<file path="src/verilog/ddsc_pkg.sv">
// Purpose: Shared constants for the dual converter serial command port.
// Assumes: Command codes are six bits wide and code words ten bits wide.
// Notes:   Range encodings are the low three command bits of a range command.
package ddsc_pkg;

    // ****************************************************************
    // Widths and fixed values
    // ****************************************************************
    localparam int          CMD_W          = 6;
    localparam int          CODE_W         = 10;
    localparam int          RANGE_W        = 3;
    localparam int          FRAME_BITS     = 16;
    localparam int          BUS_FRAME_BITS = 27;
    localparam int          UPDATE_PULSE   = 26;
    localparam logic [4:0]  ADDR_FIXED     = 5'h0C;
    localparam logic [2:0]  RANGE_DEFAULT  = 3'h0;
    localparam logic [9:0]  CODE_RESET     = 10'h000;
    localparam logic        REF_EXTERNAL   = 1'b0;

    // ****************************************************************
    // Command codes
    // ****************************************************************
    localparam logic [5:0]  CMD_NOP        = 6'h00;
    localparam logic [5:0]  CMD_LOAD_AB    = 6'h01;
    localparam logic [5:0]  CMD_LOAD_A     = 6'h02;
    localparam logic [5:0]  CMD_LOAD_B     = 6'h03;
    localparam logic [5:0]  CMD_IN_AB      = 6'h04;
    localparam logic [5:0]  CMD_IN_A       = 6'h05;
    localparam logic [5:0]  CMD_IN_B       = 6'h06;
    localparam logic [5:0]  CMD_UPD_AB     = 6'h07;
    localparam logic [5:0]  CMD_UPD_A      = 6'h09;
    localparam logic [5:0]  CMD_UPD_B      = 6'h0A;
    localparam logic [5:0]  CMD_REF_INT    = 6'h0B;
    localparam logic [5:0]  CMD_REF_EXT    = 6'h0C;
    localparam logic [5:0]  CMD_SHDN_AB    = 6'h0D;
    localparam logic [5:0]  CMD_SHDN_A     = 6'h0E;
    localparam logic [5:0]  CMD_SHDN_B     = 6'h0F;
    localparam logic [5:0]  CMD_PWUP_AB    = 6'h2D;
    localparam logic [5:0]  CMD_PWUP_A     = 6'h2E;
    localparam logic [5:0]  CMD_PWUP_B     = 6'h2F;
    localparam logic [2:0]  RANGE_GRP_A    = 3'h2;
    localparam logic [2:0]  RANGE_GRP_B    = 3'h6;
    localparam logic [2:0]  RANGE_MAX      = 3'h5;

    typedef enum logic [2:0] {
        BUS_IDLE,
        BUS_RECV,
        BUS_ACK,
        BUS_IGNORE
    } ddsc_bus_state_t;

endpackage

</file>
<file path="src/verilog/ddsc_cmd_exec.sv">
// Purpose: Decodes one command and holds the converter control registers.
// Assumes: exec_pulse is a one-cycle strobe on mclk with cmd and code stable.
// Notes:   Unknown codes change nothing.
module ddsc_cmd_exec
    import ddsc_pkg::*;
(
    input  wire logic                mclk,
    input  wire logic                rst,
    input  wire logic                exec_pulse,
    input  wire logic [CMD_W-1:0]    cmd,
    input  wire logic [CODE_W-1:0]   code,
    output logic      [CODE_W-1:0]   out_code_a,
    output logic      [CODE_W-1:0]   out_code_b,
    output logic                     shdn_a,
    output logic                     shdn_b,
    output logic      [RANGE_W-1:0]  range_a,
    output logic      [RANGE_W-1:0]  range_b,
    output logic                     ref_internal
);

    logic [CODE_W-1:0] in_a_reg;
    logic [CODE_W-1:0] in_b_reg;

    wire ld_a   = (cmd == CMD_LOAD_AB) || (cmd == CMD_LOAD_A);
    wire ld_b   = (cmd == CMD_LOAD_AB) || (cmd == CMD_LOAD_B);
    wire in_a   = ld_a || (cmd == CMD_IN_AB) || (cmd == CMD_IN_A);
    wire in_b   = ld_b || (cmd == CMD_IN_AB) || (cmd == CMD_IN_B);
    wire upd_a  = (cmd == CMD_UPD_AB) || (cmd == CMD_UPD_A);
    wire upd_b  = (cmd == CMD_UPD_AB) || (cmd == CMD_UPD_B);
    wire sd_a   = (cmd == CMD_SHDN_AB) || (cmd == CMD_SHDN_A);
    wire sd_b   = (cmd == CMD_SHDN_AB) || (cmd == CMD_SHDN_B);
    wire pu_a   = (cmd == CMD_PWUP_AB) || (cmd == CMD_PWUP_A);
    wire pu_b   = (cmd == CMD_PWUP_AB) || (cmd == CMD_PWUP_B);
    wire rng_ok = (cmd[2:0] <= RANGE_MAX);
    wire rg_a   = (cmd[5:3] == RANGE_GRP_A) && rng_ok;
    wire rg_b   = (cmd[5:3] == RANGE_GRP_B) && rng_ok;

    // ****************************************************************
    // Register updates
    // ****************************************************************
    // Writes land even while a channel is shut down. RULE_12
    always_ff @(posedge mclk) begin
        if (rst) begin
            in_a_reg     <= CODE_RESET;
            in_b_reg     <= CODE_RESET;
            out_code_a   <= CODE_RESET;
            out_code_b   <= CODE_RESET;
            shdn_a       <= 1'b0;
            shdn_b       <= 1'b0;
            range_a      <= RANGE_DEFAULT; // RULE_13
            range_b      <= RANGE_DEFAULT; // RULE_13
            ref_internal <= REF_EXTERNAL; // RULE_13
        end else if (exec_pulse) begin
            if (in_a) in_a_reg <= code; // RULE_18
            if (in_b) in_b_reg <= code; // RULE_18
            if (ld_a) out_code_a <= code; // RULE_17
            else if (upd_a) out_code_a <= in_a_reg; // RULE_19
            if (ld_b) out_code_b <= code; // RULE_17
            else if (upd_b) out_code_b <= in_b_reg; // RULE_19
            if (cmd == CMD_REF_INT) ref_internal <= 1'b1; // RULE_20
            if (cmd == CMD_REF_EXT) ref_internal <= 1'b0; // RULE_20
            if (sd_a) shdn_a <= 1'b1; // RULE_21
            else if (pu_a) shdn_a <= 1'b0; // RULE_21
            if (sd_b) shdn_b <= 1'b1; // RULE_21
            else if (pu_b) shdn_b <= 1'b0; // RULE_21
            if (rg_a) range_a <= cmd[2:0]; // RULE_22
            if (rg_b) range_b <= cmd[2:0]; // RULE_22
        end
    end

endmodule

</file>
<file path="src/verilog/ddsc_top.sv">
// Purpose: Two-wire and three-wire command front end of a dual converter.
// Assumes: Bus pins are asynchronous; mclk is much faster than either bus clock.
// Notes:   Power-up defaults are modelled by the synchronous reset rst.
//
// Overview of operation
// RULE_01: Receiver pulls data low through ninth pulse.
// RULE_02: Address is 01100 plus two strap bits.
// RULE_03: Read direction bit is never acknowledged.
// RULE_04: Idle waits for START and own address.
// RULE_05: Write is address, command, code bytes.
// RULE_06: Bus command executes at 26th rising edge.
// RULE_07: Aborted bus write leaves outputs unchanged.
// RULE_08: Chip select low shifts data on rising clock.
// RULE_09: Frame: six command then ten code bits.
// RULE_10: Chip select rising executes the shifted command.
// RULE_11: Host keeps chip select low whole frame.
// RULE_12: Writes still accepted while channels shut down.
// RULE_13: Power-up: external reference, lowest range.
// RULE_14: Chain output delays input 16.5 clocks.
// RULE_15: Chain output released while chip select high.
// RULE_16: Host clock at most 10MHz, 5MHz chained.
// RULE_17: Load commands write input and output pairs.
// RULE_18: Input-only loads keep output registers.
// RULE_19: Update commands copy input to output.
// RULE_20: Reference mode commands select internal or external.
// RULE_21: Shutdown and power-up commands per channel.
// RULE_22: Range commands set per-channel full-scale range.
// RULE_23: Interface pin low two-wire, high three-wire.
// RULE_24: STOP anywhere aborts; repeated START restarts.
// RULE_25: Undefined command codes do nothing.
// RULE_26: Codes, shutdown, range and reference exported.
module ddsc_top
    import ddsc_pkg::*;
(
    input  wire logic                mclk,
    input  wire logic                rst,
    input  wire logic                if_select,
    input  wire logic                address_strap_hi,
    input  wire logic                address_strap_lo,
    input  wire logic                scl_in,
    input  wire logic                sda_in,
    output logic                     sda_out,
    output logic                     sda_oe,
    input  wire logic                sclk_in,
    input  wire logic                din_in,
    input  wire logic                cs_n_in,
    output logic                     dout_out,
    output logic                     dout_oe,
    output logic      [CODE_W-1:0]   channel_a_code,
    output logic      [CODE_W-1:0]   channel_b_code,
    output logic                     channel_a_shdn,
    output logic                     channel_b_shdn,
    output logic      [RANGE_W-1:0]  channel_a_range,
    output logic      [RANGE_W-1:0]  channel_b_range,
    output logic                     ref_internal
);

    // ****************************************************************
    // Input synchronisers
    // ****************************************************************
    // Every pin passes two flops; edges compare the second stage with a third flop, prev_reg.
    localparam int NSYNC = 8;
    logic [NSYNC-1:0] sync1_reg;
    logic [NSYNC-1:0] sync2_reg;
    logic [NSYNC-1:0] prev_reg;
    wire  [NSYNC-1:0] pins = {if_select, address_strap_hi, address_strap_lo, scl_in,
                              sda_in, sclk_in, din_in, cs_n_in};

    always_ff @(posedge mclk) begin
        sync1_reg <= pins;
        sync2_reg <= sync1_reg;
        prev_reg  <= sync2_reg;
    end

    wire spi_mode = sync2_reg[7]; // RULE_23
    wire strap_hi = sync2_reg[6];
    wire strap_lo = sync2_reg[5];
    wire scl      = sync2_reg[4];
    wire sda      = sync2_reg[3];
    wire sclk     = sync2_reg[2];
    wire din      = sync2_reg[1];
    wire cs_n     = sync2_reg[0];

    wire scl_rise  = scl & ~prev_reg[4];
    wire scl_fall  = ~scl & prev_reg[4];
    wire sda_fall  = ~sda & prev_reg[3];
    wire sda_rise  = sda & ~prev_reg[3];
    wire sclk_rise = sclk & ~prev_reg[2];
    wire sclk_fall = ~sclk & prev_reg[2];
    wire cs_rise   = cs_n & ~prev_reg[0];

    // ****************************************************************
    // Two-wire slave
    // ****************************************************************
    ddsc_bus_state_t   st_reg;
    logic [4:0]        pulse_reg;
    logic [7:0]        sh_reg;
    logic [7:0]        cmdbyte_reg;
    logic              ack_reg;
    logic              bus_exec_reg;

    wire start_det = ~spi_mode && scl && prev_reg[4] && sda_fall; // RULE_04
    wire stop_det  = ~spi_mode && scl && prev_reg[4] && sda_rise; // RULE_24
    wire [7:0] sh_shift = {sh_reg[6:0], sda};
    wire [6:0] my_addr  = {ADDR_FIXED, strap_hi, strap_lo}; // RULE_02
    wire addr_hit  = (sh_shift[7:1] == my_addr) && ~sh_shift[0]; // RULE_03
    // Pulse numbers count from 1 after START; bytes end at 8, 17, 26.
    wire [4:0] pulse_next = pulse_reg + 5'd1;
    wire byte_end = (pulse_next == 5'd8) || (pulse_next == 5'd17)
                    || (pulse_next == 5'(UPDATE_PULSE));
    wire is_update = (pulse_next == 5'(UPDATE_PULSE));

    always_ff @(posedge mclk) begin
        bus_exec_reg <= 1'b0;
        if (rst || spi_mode) begin
            st_reg      <= BUS_IDLE;
            pulse_reg   <= 5'd0;
            sh_reg      <= 8'h00;
            cmdbyte_reg <= 8'h00;
            ack_reg     <= 1'b0;
        end else if (start_det) begin
            st_reg    <= BUS_RECV; // RULE_24
            pulse_reg <= 5'd0;
            ack_reg   <= 1'b0;
        end else if (stop_det) begin
            st_reg  <= BUS_IDLE; // RULE_07
            ack_reg <= 1'b0;
        end else if (st_reg == BUS_RECV && scl_rise) begin
            sh_reg    <= sh_shift;
            pulse_reg <= pulse_next;
            if (byte_end) begin
                if (pulse_next == 5'd8 && !addr_hit) st_reg <= BUS_IGNORE; // RULE_03
                else st_reg <= BUS_ACK;
                if (pulse_next == 5'd17) cmdbyte_reg <= sh_shift;
                if (is_update) bus_exec_reg <= 1'b1; // RULE_06
            end
        end else if (st_reg == BUS_ACK) begin
            // Drive low from the falling edge before the ninth pulse to the one after it.
            if (scl_fall && !ack_reg) ack_reg <= 1'b1; // RULE_01
            else if (scl_rise) pulse_reg <= pulse_next;
            else if (scl_fall && ack_reg) begin
                ack_reg <= 1'b0;
                st_reg  <= (pulse_reg == 5'(BUS_FRAME_BITS)) ? BUS_IGNORE : BUS_RECV; // RULE_05
            end
        end
    end

    // ****************************************************************
    // Three-wire shift port
    // ****************************************************************
    logic [FRAME_BITS-1:0] spi_sh_reg;
    logic [FRAME_BITS-1:0] chain_reg;
    logic                  spi_exec_reg;
    logic                  dout_reg;
    logic                  tap_reg;

    always_ff @(posedge mclk) begin
        spi_exec_reg <= 1'b0;
        if (rst) begin
            spi_sh_reg <= 16'h0000;
            tap_reg    <= 1'b0;
            dout_reg   <= 1'b0;
        end else if (spi_mode) begin
            if (!cs_n && sclk_rise) spi_sh_reg <= {spi_sh_reg[14:0], din}; // RULE_08
            // The bit pushed out of the register waits half a clock for the falling edge.
            if (!cs_n && sclk_rise) tap_reg <= spi_sh_reg[FRAME_BITS-1]; // RULE_14
            if (!cs_n && sclk_fall) dout_reg <= tap_reg; // RULE_14
            if (cs_rise) spi_exec_reg <= 1'b1; // RULE_10
        end
    end
    assign chain_reg = spi_sh_reg;

    // ****************************************************************
    // Command execution and outputs
    // ****************************************************************
    wire              exec_pulse = bus_exec_reg | spi_exec_reg;
    // Six command bits lead, then ten code bits. RULE_09
    wire [CMD_W-1:0]  exec_cmd   = spi_exec_reg ? chain_reg[15:10] : cmdbyte_reg[7:2];
    wire [CODE_W-1:0] exec_code  = spi_exec_reg ? chain_reg[9:0]
                                                : {cmdbyte_reg[1:0], sh_reg};

    // Undefined codes fall through every decode and change nothing. RULE_25
    ddsc_cmd_exec u_exec (
        .mclk         (mclk),
        .rst          (rst),
        .exec_pulse   (exec_pulse),
        .cmd          (exec_cmd),
        .code         (exec_code),
        .out_code_a   (channel_a_code), // RULE_26
        .out_code_b   (channel_b_code),
        .shdn_a       (channel_a_shdn),
        .shdn_b       (channel_b_shdn),
        .range_a      (channel_a_range),
        .range_b      (channel_b_range),
        .ref_internal (ref_internal)
    );

    // Open drain: the pin is only ever pulled low.
    always_ff @(posedge mclk) begin
        if (rst) begin
            sda_out  <= 1'b0;
            sda_oe   <= 1'b0;
            dout_out <= 1'b0;
            dout_oe  <= 1'b0;
        end else begin
            sda_out  <= 1'b0;
            sda_oe   <= ack_reg && !spi_mode; // RULE_01
            dout_out <= dout_reg;
            dout_oe  <= spi_mode && !cs_n; // RULE_15
        end
    end

endmodule

</file>
<file path="config.mk">
export PLATFORM = sky130hd
export DESIGN_NAME = ddsc_top
export DESIGN_NICKNAME = d
export VERILOG_FILES = /design/src/verilog/ddsc_pkg.sv /design/src/verilog/ddsc_cmd_exec.sv /design/src/verilog/ddsc_top.sv
export SDC_FILE = /design/constraint.sdc
export NUM_CORES = 1
export LEC_CHECK = 0
export ABC_CLOCK_PERIOD_IN_PS = 2900
export BUFFER_PORTS_ARGS = -buffer_cell sky130_fd_sc_hd__buf_2
export CORE_ASPECT_RATIO = 1.1
export CORE_MARGIN = 5
export CORE_UTILIZATION = 59
export CTS_CLUSTER_DIAMETER = 120
export DETAILED_ROUTE_END_ITERATION = 10
export PLACE_DENSITY_LB_ADDON = 0.1
export SYNTH_ARGS = -nofsm -noshare
export SYNTH_HDL_FRONTEND = slang
export SYNTH_SLANG_ARGS = --single-unit
export TNS_END_PERCENT = 1
</file>
<file path="constraint.sdc">
create_clock -name mclk -period 2.9 [get_ports mclk]
set_clock_uncertainty 0.1 [all_clocks]
set_input_delay 0.29 -clock mclk [delete_from_list [all_inputs] [get_ports mclk]]
set_output_delay 0.29 -clock mclk [all_outputs]
set_load 0.005 [all_outputs]
</file>
* After elaboration in Yosys (flattened, before gate mapping) *
Index checks and enable logic that the tools add are counted.

cells by class
  $add $sub $neg = 1
  magnitude comparators = 1
  eq/ne operators = 33
  mux-type cells = 31
  bitwise logic cells = 20
  reductions and logical operators = 66

operators with widths
  cell                                                                    count
  10-bit 2-to-1 mux                                                       5
  6-bit by 4-bit equality test with 1-bit output (second input constant)  7
  6-bit by 3-bit equality test with 1-bit output (second input constant)  4
  2-bit AND reduction                                                     11
  5-bit 2-to-1 mux                                                        4
  6-bit equality test (second input constant)                             3
  3-bit 2-to-1 mux                                                        6
  2-bit nonzero test                                                      9
  5-bit equality test (second input constant)                             3
  1-bit logical AND                                                       15
  1-bit logical OR                                                        15
  5-bit AND reduction                                                     3
  1-bit 2-to-1 mux                                                        14
  6-bit by 2-bit equality test with 1-bit output (second input constant)  2
  1-bit inverter                                                          12
  4-bit inequality test (second input constant)                           2
  4-bit AND reduction                                                     2
  4-bit nonzero test                                                      2
  1-bit bitwise AND                                                       7
  7-bit by 6-bit equality test with 1-bit output                          1
  3-bit by 2-bit equality test with 1-bit output (second input constant)  2
  6-bit by 1-bit equality test with 1-bit output (second input constant)  1
  6-bit 2-to-1 mux                                                        1
  5-bit by 1-bit adder with 5-bit output (second input constant)          1
  14 further kinds                                                        20

word-level totals
  register bits = 118
  bits of input ports = 10
  output and inout port bits = 33
  word-level logic and storage cells = 178

* Longest topological paths before layout *
  word-level depth = 10
  mapped depth = 8

* By module *
A second synthesis with hierarchy kept.

second synthesis, totals
  cells, all modules = 502
  area total of the unflattened synthesis = 4752.1 µm²

by module, submodules not included
  module         instances  cells each  area each (µm²)
  ddsc_top       1          270         2638.8
  ddsc_cmd_exec  1          232         2113.3

* Worst setup path before layout *
No wires, ideal clock.

  kind = register to register
  start = register pulse_reg[0]
  end = register st_reg[1]
  library setup time = 118 ps
  data arrival time = 1826 ps
  data required time = 2682 ps
  slack = 857 ps
  cell stages (with the launch flop) = 9
  path buffers = 2
  path through = dfxtp_1 -> ha_1 -> clkbuf_1 -> nor2_1 -> a211oi_1 -> nand4b_1 -> buf_2 -> o31ai_1 -> o2111a_1

between the ends
  longest elaborated chain between the ends = 7

ends and longest elaborated chain
  element                                                                                         RTL line         source
  start, declared                                                                                 ddsc_top.sv:96   logic [4:0] pulse_reg;
  start signal, assigned                                                                          ddsc_top.sv:130  pulse_reg <= pulse_next;
  start signal, assigned                                                                          ddsc_top.sv:140  else if (scl_rise) pulse_reg <= pulse_next;
  parallel branches: the longest is 7 deep, another holds 5-bit by 1-bit adder with 5-bit output  -
  end signal, assigned                                                                            ddsc_top.sv:143  st_reg <= (pulse_reg == 5'(BUS_FRAME_BITS)) ? BUS_IGNORE : BUS_RECV;
  end, declared                                                                                   ddsc_top.sv:95   ddsc_bus_state_t st_reg;

Parallel ways; which one is timed is not known. The select of a mux whose other input is x is not followed.
A chain may end at the register's enable or synchronous reset.

* Worst setup path after layout *
  start = register spi_exec_reg
  end = register u_exec.in_a_reg[3]

between the ends
  longest elaborated chain between the ends = 6

ends and longest elaborated chain
  element                                                                                                           RTL line             source
  start, declared                                                                                                   ddsc_top.sv:153      logic spi_exec_reg;
  start signal, assigned                                                                                            ddsc_top.sv:158      spi_exec_reg <= 1'b0;
  start signal, assigned                                                                                            ddsc_top.sv:168      if (cs_rise) spi_exec_reg <= 1'b1;
  6-bit 2-to-1 mux                                                                                                  ddsc_top.sv:178      wire [CMD_W-1:0] exec_cmd = spi_exec_reg ? chain_reg[15:10] : cmdbyte_reg[7:2];
  6-bit by 1-bit equality test with 1-bit output or 6-bit by 2-bit equality test with 1-bit output (tied branches)  ddsc_cmd_exec.sv:24  wire ld_a = (cmd == CMD_LOAD_AB) || (cmd == CMD_LOAD_A);
  1-bit logical OR                                                                                                  ddsc_cmd_exec.sv:24
  1-bit logical OR (2 in a row)                                                                                     ddsc_cmd_exec.sv:26  wire in_a = ld_a || (cmd == CMD_IN_AB) || (cmd == CMD_IN_A);
  2-bit AND reduction (no line)                                                                                     -
  end signal, assigned                                                                                              ddsc_cmd_exec.sv:54  if (in_a) in_a_reg <= code;
  end, declared                                                                                                     ddsc_cmd_exec.sv:21  logic [CODE_W-1:0] in_a_reg;

Several ways; a longest one is shown, not always the timed one.

==> metrics.txt <==
status=finished clean; number of synthesized flops with an enable pin=0; GR Util All Layers=21.7%; number of diodes=0; vias in the first global route=3820; dpl hpwl=7350 um; cell family with the largest share of critical-path delay=multiplexers; reg2reg start=spi_exec_reg; core footprint=8320 sq um; max-slew violation count=0; measured slew at the worst slew-check pin=0.609 ns; Syn Nets=555; post-CTS setup buffer count=0; crit-path cells=buf_4 -> mux2i_2 -> nand3_1 -> a21oi_1 -> buf_4 -> nor2_1 -> a211oi_1; I/O pin total=43; post-CTS resize count=0; clk buf depth=2; Setup violations, final=0; Synth async-reset ratio=0%; clk sinks=116; Clk Latency, worst-skew pair=0.51 ns; Root Buffer=clkbuf_8; CP Max Fanout=20; CTS tree=built; Peak VDD IR=0.376 mV; initial antenna violation count=0; Die Height=106 um; DR pass1 iterations=4; Pwr Density=634 nW/um^2; CTS Hold Buffers Added=8; DRC Markers=0; Routability Congestion=0.815; vias per cell=5.61; Pleak=2.27 nW; first-pass GRT wire length=18400 um; post-synth top area share=46.6%; Fmax=408 MHz; Hold Crit Class=input port to register; die area=10400 sq um; WL final=10800 um; Die W=97.6 um; most common cell in the synthesized netlist=dfxtp_1; Nets=599; WP buf/inv=2; synthesis-stage register bit count=116; routed vias=3972; Initial Util=59.8%; dpl cells=669; fin util=70.9%; Worst Min Path Start=rst; WS Path Type=register to register; fin cells=708; Final ANT Viol Nets=0; gr ovfl total=0; Synth Area per Inst=9.20 sq um; largest net degree at the start of global routing=57; drt first-iter violations=157; Slew Limit Headroom=58.2%; Synth cell types=60; routed length per placed instance=15.2 um; Crit path top cell by count=buf_4; ranking of synthesized cells by area=dfxtp_1 (47%), mux2i_1 (8.2%), nand2_1 (5.7%); Num CTS Buffers=17; Mapped Cells=541; area grow syn2layout=18.5%; Largest register FFs=16; worst-path cell with the longest stage delay=mux2i_2; layout cells sized above 1=16.8%; share of the clock period used by the worst path=84.6%; Data required, critical path=3.22 ns; Max-Cap Viols=0; CP Launch Point=spi_exec_reg; most frequent cells after synthesis=dfxtp_1 (116), nand2_1 (75), a21oi_1 (52); PortBufs=41; post-synthesis sequential area ratio=46.6%; CTS clk-pin slew, worst paths=0.06 ns; Setup crit end kind=register; setup TNS=0 ns; Mapped Area=4980 sq um; H-tree levels=4; post-synth top area cell=dfxtp_1; Hold Violations, Final=0; CP max stage delay=0.57 ns; Startpoint Class=register; # rows=35; RSZ-0062 raised after global routing=false; ys flop type=dfxtp_1; reg2reg setup slack=0.45 ns; Worst EP arrival=2.77 ns; Synth Warn #=0; Final min period=2.45 ns
## routing by layer
layer / global-route usage (%) / vias to the layer above / wire, um / share of wire, %
li1: - / 1991 / - / -
met1: 27.1 / 1871 / 4830 / 45
met2: 35.3 / 91 / 5230 / 49
met3: 6.10 / 19 / 481 / 4.5
met4: 8.90 / 0 / 217 / 2.0
met5: 0 / - / 0 / 0
## through the flow
| stage | area (sq um) | hold WS [ns] | total power, mW | setup WS, ns |
|---|---|---|---|---|
| final | 5900 | 0.122 | 3.74 | 0.446 |
| after global placement | 5240 | 0.210 | 1.72 | 0.523 |
| after detailed placement | 5240 | 0.212 | 1.72 | 0.496 |
| after floorplan | 4980 | 0.210 | 1.70 | 0.857 |
| after global routing | 5900 | 0.137 | 3.86 | 0.189 |
| after CTS | 5900 | 0.104 | 3.76 | 0.467 |
## path summary, 6_finish.rpt
| kind | end | cells after the start |
|---|---|---|
| worst max-delay path | u_exec.in_a_reg[3] | 7 |
| worst max register to register | u_exec.in_a_reg[3] | 7 |
| worst min-delay path | st_reg[1] | 3 |
| worst min register to register | sync2_reg[5] | 0 |
## kinds of logic after synthesis
kind of cell	after synthesis	share of synthesized area, %
compound gates	121	16.8
xor+xnor	12	2.11
fa+ha+maj	4	1.01
buf+inv	41	4.15
flops	116	46.6
mux	47	9.65
other cells	1	0.0753
simple gates	199	19.6
## cell usage in the layout, fill, tap and decap left out, drive strengths merged, types with 5 or more instances in the layout
master and n:
dlygate4sd3 8, or2 11, mux2 5, nand3 20, nor2 46, nand2b 12, a21oi 53, buf 55
o21ai 5, xnor2 5, nand2 75, a211oi 26, clkbuf 22, dfxtp 116, mux2i 42, a211o 10
xor2 7, o211ai 12
## worst min-delay path: cells and delay by family
family,cells,cell delay (ns)
AOI/OAI and AO/OA,1,0.14
buffers and inverters,1,0.13
and+or+nand+nor,1,0.12
## final cells by class
cell class              count  area (sq um)
multi-input cells         384          2450
fillers                   673          2420
flip-flops and latches    116          2320
clock buffers              22           453
repair buffers             63           390
well taps                 111           139
clock inverters             9           129
inverters                   3          11.3
## report_power, final
part / internal, mW / leakage, nW / switching, mW
sequential: 1.61 / 0.942 / 0.0104
combinational: 0.0309 / 1.05 / 0.0430
clock: 1.34 / 0.281 / 0.697
total: 2.99 / 2.27 / 0.751
No activity file was read; power rests on OpenSTA's default activity.
